--- src/design/ssp_consts.vh ---
`ifndef SSP_CONSTS_VH
`define SSP_CONSTS_VH
// register byte addresses
`define SSP_ADDR_CTRL 8'h14
`define SSP_ADDR_BUF 8'h18
`define SSP_ADDR_STAT 8'h1C
// control register fields
`define SSP_CTRL_RESET 8'h00
`define SSP_BIT_WRITE_COLLISION_FLAG 7
`define SSP_BIT_OVF 6
`define SSP_BIT_EN 5
`define SSP_BIT_CKP 4
`define SSP_MODE_HI 3
`define SSP_MODE_LO 0
// mode codes
`define SSP_M_SPI_M0 4'h0
`define SSP_M_SPI_M1 4'h1
`define SSP_M_SPI_M2 4'h2
`define SSP_M_SPI_MT2 4'h3
`define SSP_M_SPI_S_SEL 4'h4
`define SSP_M_SPI_S_NOSEL 4'h5
`define SSP_M_I2C_S7 4'h6
`define SSP_M_I2C_S10 4'h7
`define SSP_M_I2C_FW 4'hB
`define SSP_M_I2C_I7 4'hE
`define SSP_M_I2C_I10 4'hF
// clock divisors (half periods in clock_i cycles)
`define SSP_DIV0 8'h01
`define SSP_DIV1 8'h04
`define SSP_DIV2 8'h10
`define SSP_DIV3 8'h20
`define SSP_BITS 4'h8
`define SSP_DIV_LAST 8'h01
// axi responses
`define SSP_RESP_OKAY 2'b00
`define SSP_RESP_SLVERR 2'b10
`endif

--- src/design/ssp_sync2.v ---
`timescale 1ns/1ps
// two flip-flop synchroniser for pin inputs
module ssp_sync2 #(
  parameter W = 3
) (
  input wire clock_i,
  input wire nrst_i,
  input wire [W-1:0] d_i,
  output wire [W-1:0] q_o
);
  reg [W-1:0] s1_reg;
  reg [W-1:0] s2_reg;
  // first stage read only by second stage
  always @(posedge clock_i or negedge nrst_i) begin
    if (!nrst_i) begin
      s1_reg <= {W{1'b0}};
      s2_reg <= {W{1'b0}};
    end else begin
      s1_reg <= d_i;
      s2_reg <= s1_reg;
    end
  end
  assign q_o = s2_reg;
endmodule // ssp_sync2

--- src/design/ssp_port.v ---
`timescale 1ns/1ps
`include "ssp_consts.vh"
module ssp_port (
  input wire clock_i,
  input wire nrst_i,
  input wire [7:0] s_axi_awaddr,
  input wire s_axi_awvalid,
  output wire s_axi_awready,
  input wire [31:0] s_axi_wdata,
  input wire [3:0] s_axi_wstrb,
  input wire s_axi_wvalid,
  output wire s_axi_wready,
  output reg [1:0] s_axi_bresp,
  output reg s_axi_bvalid,
  input wire s_axi_bready,
  input wire [7:0] s_axi_araddr,
  input wire s_axi_arvalid,
  output wire s_axi_arready,
  output reg [31:0] s_axi_rdata,
  output reg [1:0] s_axi_rresp,
  output reg s_axi_rvalid,
  input wire s_axi_rready,
  input wire sck_pin_i,
  output wire sck_pin_o,
  output wire sck_pin_oe_o,
  input wire sdi_pin_i,
  output wire sdo_pin_o,
  output wire sdo_pin_oe_o,
  input wire sel_n_pin_i,
  output wire port_owns_pins_o,
  output wire i2c_mode_o,
  output wire i2c_transmit_i_unused_o
);
  ////////////////////////////////////////////////////////////////////////////
  // state
  reg [7:0] serial_port_control_reg;
  reg [7:0] transfer_buffer_reg;
  reg [7:0] serial_shift_register_reg;
  reg buf_full_reg;
  reg busy_reg;
  reg [3:0] bit_cnt_reg;
  reg [7:0] div_cnt_reg;
  reg sck_reg;
  reg sdo_reg;
  reg sck_prev_reg;
  reg aw_got_reg;
  reg w_got_reg;
  reg [7:0] aw_addr_reg;
  reg [31:0] w_data_reg;
  reg [3:0] w_strb_reg;
  wire [2:0] pins_sync;
  wire sck_s;
  wire sdi_s;
  wire sel_n_s;
  wire [3:0] mode;
  wire enabled;
  wire clock_polarity_hold;

  ssp_sync2 #(.W(3)) u_sync (
    .clock_i(clock_i),
    .nrst_i(nrst_i),
    .d_i({sck_pin_i, sdi_pin_i, sel_n_pin_i}),
    .q_o(pins_sync)
  );
  assign sck_s = pins_sync[2];
  assign sdi_s = pins_sync[1];
  assign sel_n_s = pins_sync[0];

  assign mode = serial_port_control_reg[`SSP_MODE_HI:`SSP_MODE_LO];
  assign enabled = serial_port_control_reg[`SSP_BIT_EN];
  assign clock_polarity_hold = serial_port_control_reg[`SSP_BIT_CKP];

  ////////////////////////////////////////////////////////////////////////////
  // mode decoding
  function is_spi_master;
    input [3:0] m;
    begin
      is_spi_master = (m[3:2] == 2'b00);
    end
  endfunction

  function is_spi_slave;
    input [3:0] m;
    begin
      is_spi_slave = (m == `SSP_M_SPI_S_SEL) || (m == `SSP_M_SPI_S_NOSEL);
    end
  endfunction

  function is_i2c_slave;
    input [3:0] m;
    begin
      is_i2c_slave = (m == `SSP_M_I2C_S7) || (m == `SSP_M_I2C_S10);
    end
  endfunction

  function is_i2c;
    input [3:0] m;
    begin
      is_i2c = is_i2c_slave(m) || (m == `SSP_M_I2C_FW) || (m == `SSP_M_I2C_I7) ||
        (m == `SSP_M_I2C_I10);
    end
  endfunction

  function [7:0] half_period;
    input [3:0] m;
    begin
      case (m[1:0])
        2'b00: half_period = `SSP_DIV0;
        2'b01: half_period = `SSP_DIV1;
        2'b10: half_period = `SSP_DIV2;
        default: half_period = `SSP_DIV3;
      endcase
    end
  endfunction

  wire spi_m = enabled && is_spi_master(mode);
  wire spi_s = enabled && is_spi_slave(mode);
  // select high in select-controlled slave mode holds the engine in reset
  wire sel_reset = spi_s && (mode == `SSP_M_SPI_S_SEL) && sel_n_s;

  ////////////////////////////////////////////////////////////////////////////
  // bus handshakes
  wire wr_fire = aw_got_reg && w_got_reg && !s_axi_bvalid;
  assign s_axi_awready = !aw_got_reg && !s_axi_bvalid;
  assign s_axi_wready = !w_got_reg && !s_axi_bvalid;
  assign s_axi_arready = !s_axi_rvalid;
  wire rd_fire = s_axi_arvalid && !s_axi_rvalid;
  wire wr_ctrl = wr_fire && (aw_addr_reg == `SSP_ADDR_CTRL) && w_strb_reg[0];
  wire wr_buf = wr_fire && (aw_addr_reg == `SSP_ADDR_BUF) && w_strb_reg[0];
  wire rd_buf = rd_fire && (s_axi_araddr == `SSP_ADDR_BUF);

  // engine events
  wire sck_idle = clock_polarity_hold;
  wire slave_edge = spi_s && !sel_reset && (sck_s != sck_prev_reg);
  wire slave_sample = slave_edge && (sck_s != sck_idle);
  wire slave_shift = slave_edge && (sck_s == sck_idle);
  wire master_tick = spi_m && busy_reg && (div_cnt_reg == `SSP_DIV_LAST);
  wire master_sample = master_tick && (sck_reg == sck_idle);
  wire master_shift = master_tick && (sck_reg != sck_idle);
  wire sample = master_sample || slave_sample;
  wire byte_done = sample && (bit_cnt_reg == `SSP_BITS - 4'h1);
  wire [7:0] rx_byte = {serial_shift_register_reg[6:0], sdi_s};
  wire i2c_tx = 1'b0; // i2c shifting not present; flag ignored while transmitting
  wire ovf_event = byte_done && buf_full_reg && !spi_m && !i2c_tx;
  wire write_collision_flag_event = wr_buf && busy_reg && spi_s;

  ////////////////////////////////////////////////////////////////////////////
  // bus write path and response
  always @(posedge clock_i or negedge nrst_i) begin
    if (!nrst_i) begin
      aw_got_reg <= 1'b0;
      w_got_reg <= 1'b0;
      aw_addr_reg <= 8'h00;
      w_data_reg <= 32'h0000_0000;
      w_strb_reg <= 4'h0;
      s_axi_bvalid <= 1'b0;
      s_axi_bresp <= `SSP_RESP_OKAY;
    end else begin
      if (s_axi_awvalid && s_axi_awready) begin
        aw_got_reg <= 1'b1;
        aw_addr_reg <= s_axi_awaddr;
      end
      if (s_axi_wvalid && s_axi_wready) begin
        w_got_reg <= 1'b1;
        w_data_reg <= s_axi_wdata;
        w_strb_reg <= s_axi_wstrb;
      end
      if (wr_fire) begin
        aw_got_reg <= 1'b0;
        w_got_reg <= 1'b0;
        s_axi_bvalid <= 1'b1;
        s_axi_bresp <= (aw_addr_reg == `SSP_ADDR_CTRL || aw_addr_reg == `SSP_ADDR_BUF ||
          aw_addr_reg == `SSP_ADDR_STAT) ? `SSP_RESP_OKAY : `SSP_RESP_SLVERR;
      end else if (s_axi_bvalid && s_axi_bready) begin
        s_axi_bvalid <= 1'b0;
      end
    end
  end

  ////////////////////////////////////////////////////////////////////////////
  // read path
  always @(posedge clock_i or negedge nrst_i) begin
    if (!nrst_i) begin
      s_axi_rvalid <= 1'b0;
      s_axi_rdata <= 32'h0000_0000;
      s_axi_rresp <= `SSP_RESP_OKAY;
    end else if (rd_fire) begin
      s_axi_rvalid <= 1'b1;
      s_axi_rresp <= `SSP_RESP_OKAY;
      case (s_axi_araddr)
        `SSP_ADDR_CTRL: s_axi_rdata <= {24'h00_0000, serial_port_control_reg};
        `SSP_ADDR_BUF: s_axi_rdata <= {24'h00_0000, transfer_buffer_reg};
        `SSP_ADDR_STAT: s_axi_rdata <= {30'h0, busy_reg, buf_full_reg};
        default: begin
          s_axi_rdata <= 32'h0000_0000;
          s_axi_rresp <= `SSP_RESP_SLVERR;
        end
      endcase
    end else if (s_axi_rvalid && s_axi_rready) begin
      s_axi_rvalid <= 1'b0;
    end
  end

  ////////////////////////////////////////////////////////////////////////////
  // control register; hardware sets win over software clears
  always @(posedge clock_i or negedge nrst_i) begin
    if (!nrst_i) begin
      serial_port_control_reg <= `SSP_CTRL_RESET;
    end else begin
      if (wr_ctrl) begin
        serial_port_control_reg <= w_data_reg[7:0];
      end
      if (write_collision_flag_event) begin
        serial_port_control_reg[`SSP_BIT_WRITE_COLLISION_FLAG] <= 1'b1;
      end
      if (ovf_event) begin
        serial_port_control_reg[`SSP_BIT_OVF] <= 1'b1;
      end
    end
  end

  ////////////////////////////////////////////////////////////////////////////
  // shift engine
  always @(posedge clock_i or negedge nrst_i) begin
    if (!nrst_i) begin
      transfer_buffer_reg <= 8'h00;
      serial_shift_register_reg <= 8'h00;
      buf_full_reg <= 1'b0;
      busy_reg <= 1'b0;
      bit_cnt_reg <= 4'h0;
      div_cnt_reg <= 8'h00;
      sck_reg <= 1'b0;
      sdo_reg <= 1'b0;
      sck_prev_reg <= 1'b0;
    end else begin
      sck_prev_reg <= sck_s;
      if (rd_buf) begin
        buf_full_reg <= 1'b0;
      end
      if (!enabled || sel_reset) begin
        busy_reg <= 1'b0;
        bit_cnt_reg <= 4'h0;
        sck_reg <= clock_polarity_hold;
        div_cnt_reg <= 8'h00;
      end else begin
        if (wr_buf && !busy_reg) begin
          // load transmit byte; master starts clocking
          serial_shift_register_reg <= w_data_reg[7:0];
          sdo_reg <= w_data_reg[7];
          busy_reg <= 1'b1;
          bit_cnt_reg <= 4'h0;
          div_cnt_reg <= half_period(mode);
        end
        if (spi_m && !busy_reg) begin
          sck_reg <= clock_polarity_hold;
        end
        if (master_tick) begin
          sck_reg <= !sck_reg;
          div_cnt_reg <= half_period(mode);
        end else if (spi_m && busy_reg && div_cnt_reg != 8'h00) begin
          div_cnt_reg <= div_cnt_reg - 8'h01;
        end
        if (sample) begin
          serial_shift_register_reg <= rx_byte;
          bit_cnt_reg <= bit_cnt_reg + 4'h1;
          if (byte_done) begin
            busy_reg <= 1'b0;
            bit_cnt_reg <= 4'h0;
            if (!ovf_event) begin
              transfer_buffer_reg <= rx_byte;
              buf_full_reg <= 1'b1;
            end
          end
        end
        if (master_shift || slave_shift) begin
          sdo_reg <= serial_shift_register_reg[7];
        end
      end
    end
  end

  ////////////////////////////////////////////////////////////////////////////
  // pin muxing
  assign port_owns_pins_o = enabled;
  assign i2c_mode_o = enabled && is_i2c(mode);
  assign i2c_transmit_i_unused_o = enabled && is_i2c_slave(mode) && !clock_polarity_hold;
  assign sck_pin_o = sck_reg;
  assign sck_pin_oe_o = spi_m;
  assign sdo_pin_o = sdo_reg;
  assign sdo_pin_oe_o = spi_m || (spi_s && !sel_reset);
endmodule // ssp_port

--- config.mk ---
export PLATFORM = sky130hd
export DESIGN_NAME = ssp_port
export DESIGN_NICKNAME = d
export VERILOG_FILES = /design/src/design/ssp_sync2.v /design/src/design/ssp_port.v
export VERILOG_INCLUDE_DIRS = /design/src /design/src/design
export SDC_FILE = /design/constraint.sdc
export NUM_CORES = 1
export LEC_CHECK = 0
export CORE_MARGIN = 4
export CORE_UTILIZATION = 45
export DETAILED_ROUTE_END_ITERATION = 10
export DONT_BUFFER_PORTS = 1
export PLACE_DENSITY_LB_ADDON = 0.1
export SLEW_MARGIN = 20
export SYNTH_ARGS = -nofsm -noshare
export SYNTH_HDL_FRONTEND = slang
export SYNTH_HIERARCHICAL = 1
export SYNTH_SLANG_ARGS = --single-unit
export TNS_END_PERCENT = 50
--- constraint.sdc ---
create_clock -name clock_i -period 2.15 [get_ports clock_i]
set_input_delay 0.215 -clock clock_i [delete_from_list [all_inputs] [get_ports clock_i]]
set_output_delay 0.215 -clock clock_i [all_outputs]
set_load 0.02 [all_outputs]
======== Word-level counts from Yosys, hierarchy flattened ========
Cells that the tools add are included.
operators by class
  add/subtract/negate cells ............... 2
  eq/ne operators ......................... 22
  multiplexer cells ....................... 39
  bitwise logic cells ..................... 2
  reductions and logical operators ........ 76
operator list
  cell                                              count
  2-to-1 mux 8 bit                                  7
  == test 8 x 5 -> 1 bit, second input constant     6
  logical AND 1 bit                                 37
  2-to-1 mux 1 bit                                  24
  case mux 8 bit (3 select lines)                   1
  == test 4 x 3 -> 1 bit, second input constant     5
  case mux 6 bit (3 select lines)                   1
  2-to-1 mux 4 bit                                  4
  nonzero test 2 bit                                8
  == test 4 bit, second input constant              3
  logical OR 1 bit                                  11
  zero test 1 bit                                   10
  == test 8 x 1 -> 1 bit, second input constant     1
  nonzero test 8 bit                                1
  subtractor 8 x 1 -> 8 bit, second input constant  1
  nonzero test 3 bit                                2
  adder 4 x 1 -> 4 bit, second input constant       1
  zero test 2 bit                                   2
  2-to-1 mux 2 bit                                  2
  AND reduction 2 bit                               2
  AND reduction 4 bit                               1
  nonzero test 4 bit                                1
  inequality test 1 bit                             3
  OR reduction 3 bit                                1
  4 further kinds                                   6
storage, ports and cells
  register bits after elaboration ......... 104
  input port bits ......................... 62
  output and inout bits ................... 48
  word-level logic and storage cells ...... 165

======== Logic depth before layout (Yosys ltp) ========
  depth after elaboration ................. 17
  gate-level depth with buffers ........... 8
  gate-level depth less buffers ........... 7

======== By module ========
Netlist, hierarchy kept.
by module, submodules not included
  module     times used  cells each  area an instance (um2)  sequential area each (um2)
  ssp_port   1           352         3819.9                  1801.7
  ssp_sync2  1           6           150.1                   150.1

======== Worst setup path before layout ========
No wires, ideal clock.
  kind .................................... flip-flop to flip-flop
  start point ............................. reg serial_port_control_reg[5]
  end point ............................... reg serial_shift_register_reg[6]
  library setup time ...................... 125 ps
  arrival time ............................ 2032 ps
  data required time ...................... 2025 ps
  slack ................................... -7 ps
  cell stages (with the launch flop) ...... 8
  buffers on the path ..................... 2
  period minus slack after synthesis ...... 2157 ps
  path through ............................ dfrtp_1 > and4bb_4 > and4_4 > a21o_1 > buf_6 > buf_6 > mux2_4 > mux2_2
between the ends
  word-level cells in the longest chain between the ends .. 10
ends and longest elaborated chain
  what                                  line            RTL
  start, declared                       ssp_port.v:36   reg [7:0] serial_port_control_reg;
  start signal, assigned                ssp_port.v:208  serial_port_control_reg <= `SSP_CTRL_RESET;
  start signal, assigned                ssp_port.v:211  serial_port_control_reg <= w_data_reg[7:0];
  logical AND 1 bit                     ssp_port.v:117  wire spi_s = enabled && is_spi_slave(mode);
  logical AND 1 bit (2 in series)       ssp_port.v:119  wire sel_reset = spi_s && (mode == `SSP_M_SPI_S_SEL) && sel_n_s;
  zero test 1 bit                       ssp_port.v:134  wire slave_edge = spi_s && !sel_reset && (sck_s != sck_prev_reg);
  logical AND 1 bit (2 in series)       ssp_port.v:134
  logical AND 1 bit                     ssp_port.v:135  wire slave_sample = slave_edge && (sck_s != sck_idle);
  logical OR 1 bit                      ssp_port.v:140  wire sample = master_sample || slave_sample;
  nonzero test 2 bit (no source line)   -
  AND reduction 2 bit (no source line)  -
  end signal, assigned                  ssp_port.v:248  serial_shift_register_reg <= w_data_reg[7:0];
  end signal, assigned                  ssp_port.v:264  serial_shift_register_reg <= rx_byte;
  end, declared                         ssp_port.v:38   reg [7:0] serial_shift_register_reg;
Several ways; a longest one is shown, not always the timed one.
A chain may end at the register's enable or synchronous reset.

======== Final worst setup path ========
  start point ............................. reg serial_port_control_reg[2]
  end point ............................... reg serial_shift_register_reg[0]
between the ends
  word-level cells in the longest chain between the ends .. 12
ends and longest elaborated chain
  what                                     line            RTL
  == test 4 x 3 -> 1 bit (no source line)  -
  logical OR 1 bit                         ssp_port.v:85   is_spi_slave = (m == `SSP_M_SPI_S_SEL) || (m == `SSP_M_SPI_S_NOSEL);
  logical AND 1 bit                        ssp_port.v:117
  logical AND 1 bit (2 in series)          ssp_port.v:119
  zero test 1 bit                          ssp_port.v:134
  logical AND 1 bit (2 in series)          ssp_port.v:134
  logical AND 1 bit                        ssp_port.v:135
  logical OR 1 bit                         ssp_port.v:140
  nonzero test 2 bit (no source line)      -
  AND reduction 2 bit (no source line)     -
Several ways; a longest one is shown, not always the timed one.

==> flow_summary.json <==
{
  "outcome": "completed",
  "switching_share": 0.307,
  "period_share": 0.961,
  "clk_pin_slew_ns": 0.08,
  "drtIter0Drc": 118,
  "io_buffers": 0,
  "tightest_slew_ns": 0.598,
  "place_area_um2": 4180,
  "clock_skew_ns": 0.0112,
  "ioPinCount": 110,
  "synth_common_cells": "dfrtp_1, mux2_2, nand2_1",
  "cts_tree": "done",
  "clk_latency_ns": 0.34,
  "syn_to_final_growth_pct": 14.5,
  "clock-sinks": 78,
  "p_switching_mw": 1.20,
  "multiInputGateArea_um2": 1800,
  "grt_pass1_vias": 2721,
  "finish.instance_area_um2": 4550,
  "worstSetupPathType": "register to register",
  "coreArea_um2": 8640,
  "htreeDepth": 3,
  "nFillCells": 781,
  "pre_cts_slack_ns": 0.0749,
  "die-area_um2": 10400,
  "grt_use_total": 0.166,
  "die_h_um": 102,
  "numCtsBuffers": 9,
  "dp_hpwl_mm": 5.99,
  "synth_most_common_cell": "dfrtp_1",
  "synth_cells": 358,
  "worstPathRequired_ns": 2.37,
  "drive_gt1_frac": 0.256,
  "cp_max_fo": 18,
  "cp.arrival_ns": 2.29,
  "min_period_ns": 2.07,
  "netlist_area_um2": 3970,
  "fin_ws_ns": 0.0836,
  "routed_wl_mm": 8.19,
  "grt_max_degree": 79,
  "ys_seq_area_frac": 0.492,
  "end_kind": "register",
  "antenna_found_initial": 0,
  "wl_met1_mm": 3.99,
  "cp-start-kind": "register",
  "synth_area_leaders": "dfrtp_1, mux2_2, buf_4",
  "synth_ff_type": "dfrtp_1",
  "yosys.area.top_type_share": 0.492,
  "antenna_cells": 0,
  "postLayoutCoreUtil": 0.527,
  "intPower_mw": 2.71,
  "ys_types": 57,
  "max_freq_ghz": 0.484,
  "routabilityCongestion": 0.814,
  "grt_pass1_wl_mm": 13.6,
  "initial_utilization": 0.460,
  "wire_per_inst_um": 15.9,
  "ant_nets": 0,
  "clkPwrFrac": 0.279,
  "dr.pass1.iters": 4,
  "slew_violations": 0,
  "wl_met3_um": 520,
  "regArea_um2": 1950,
  "vdd_ir_drop_max_mv": 0.647,
  "whs_path_depth": 1,
  "rows": 34,
  "setup_violations": 0,
  "grt_overflow": 0,
  "hp-class": "input pin to register",
  "vias_per_cell": 5.32,
  "root_buffer": "clkbuf_8",
  "total_power_mw": 3.91,
  "floorplan.die.width_um": 102,
  "seq_power_share": 0.483,
  "drv_cap": 0,
  "rsz0062_at_grt": "true",
  "async_flop_share": 1.00,
  "pwr-share-comb": 0.238,
  "route.top_layer_used": "met4",
  "reg2regPathDepth": 6,
  "avgSynthCellArea_um2": 11.1,
  "relSlewSlack": 0.601,
  "synth_edf_count": 0,
  "power.density_nw_per_um2": 860,
  "power_leakage_nw": 2.12,
  "yosysTopAreaCell": "dfrtp_1",
  "drc": 0,
  "finalHoldViolations": 0,
  "clock_path_buffers": 2,
  "nets": 468,
  "synth_seq_cells": 78,
  "yosys_warnings": 6,
  "vias": 2739,
  "met2_length_mm": 3.64
}
-- critical path: stages (launching register included) --
cell and delay [ns]:
dfrtp_1 0.44, and4bb_4 0.36, and4_4 0.23, a21o_1 0.15, buf_12 0.17, mux2_2 0.34
mux2_2 0.25
-- power by group through the flow --
stage / clock network, mW / registers (mW) / logic [mW]
finish: 1.09 / 1.89 / 0.929
floorplan: 0 / 1.89 / 0.691
global placement: 0 / 1.92 / 0.869
global route: 1.19 / 1.93 / 1.04
detailed placement: 0 / 1.92 / 0.881
CTS: 1.13 / 1.90 / 0.931
-- cell usage in the layout, fill, tap and decap left out, drive strengths merged, types with 3 or more instances in the layout --
cell type and n:
mux2i 4, nor2 20, nand4 5, dfrtp 78, nand2 30, conb 26, buf 30, o31ai 8
a211oi 3, a22oi 10, a21o 4, clkbuf 12, o21ai 25, nor2b 3, o41ai 3, nor3 7
inv 18, a31oi 6, dlygate4sd3 14, nand3 4, a21oi 7, and2 4, mux2 45, ha 4
-- per-layer routing --
| layer | global-route usage | up-vias |
|---|---|---|
| met1 | 0.239 | 1328 |
| met4 | 0.0363 | 0 |
| met5 | 0 | - |
| met2 | 0.249 | 76 |
| met3 | 0.0512 | 4 |
| li1 | - | 1331 |
-- area by class of cell --
cell class,instances,area share
Clock inverter,4,0.0124
Multi-Input combinational cell,252,0.397
Inverter,17,0.0140
Timing Repair Buffer,44,0.0875
Tap cell,108,0.0297
Clock buffer,12,0.0297
Sequential cell,78,0.430
-- repair_timing --
| item | 4_1_cts | 5_1_grt |
|---|---|---|
| gates resized for setup | 0 | 2 |
| hold buffers | 9 | 6 |
| setup endpoints to repair | 0 | 8 |
| hold endpoints to repair | 85 | 6 |
| buffers inserted | 0 | 0 |
-- per-stage QoR --
| step | std cells | hold slack, ns | TNS, ns |
|---|---|---|---|
| 2_1_floorplan | 383 | -0.0806 | 0 |
| 3_3_place_gp | 484 | -0.0782 | 0 |
| 3_5_place_dp | 484 | -0.0781 | 0 |
| 4_1_cts | 509 | 0.00346 | 0 |
| 5_1_grt | 515 | 0.00273 | -0.00254 |
| 6_report | 515 | 0.0173 | 0 |
-- cell families after synthesis --
kind of cell | count (synthesis) | share of synthesized area
xor+xnor | 2 | 0.00441
other cells | 1 | 0.000945
fa+ha+maj | 4 | 0.0126
flops | 78 | 0.492
simple gates | 95 | 0.138
buf+inv | 53 | 0.0791
mux | 49 | 0.140
compound gates | 76 | 0.134
-- path summary, 6_finish.rpt --
kind                                                 start                            to  slack, ns
worst max register to register  serial_port_control_reg[2]  serial_shift_register_reg[0]       0.08
worst max-delay path            serial_port_control_reg[2]  serial_shift_register_reg[0]       0.08
worst min register to register            u_sync/s1_reg[2]                 u_sync/q_o[2]       0.36
worst min-delay path                       s_axi_awaddr[6]                aw_addr_reg[6]       0.02
max in group asynchronous                           nrst_i                      busy_reg       1.37
min in group asynchronous                           nrst_i                div_cnt_reg[1]       0.40
Power figures use the tool's default switching activity.
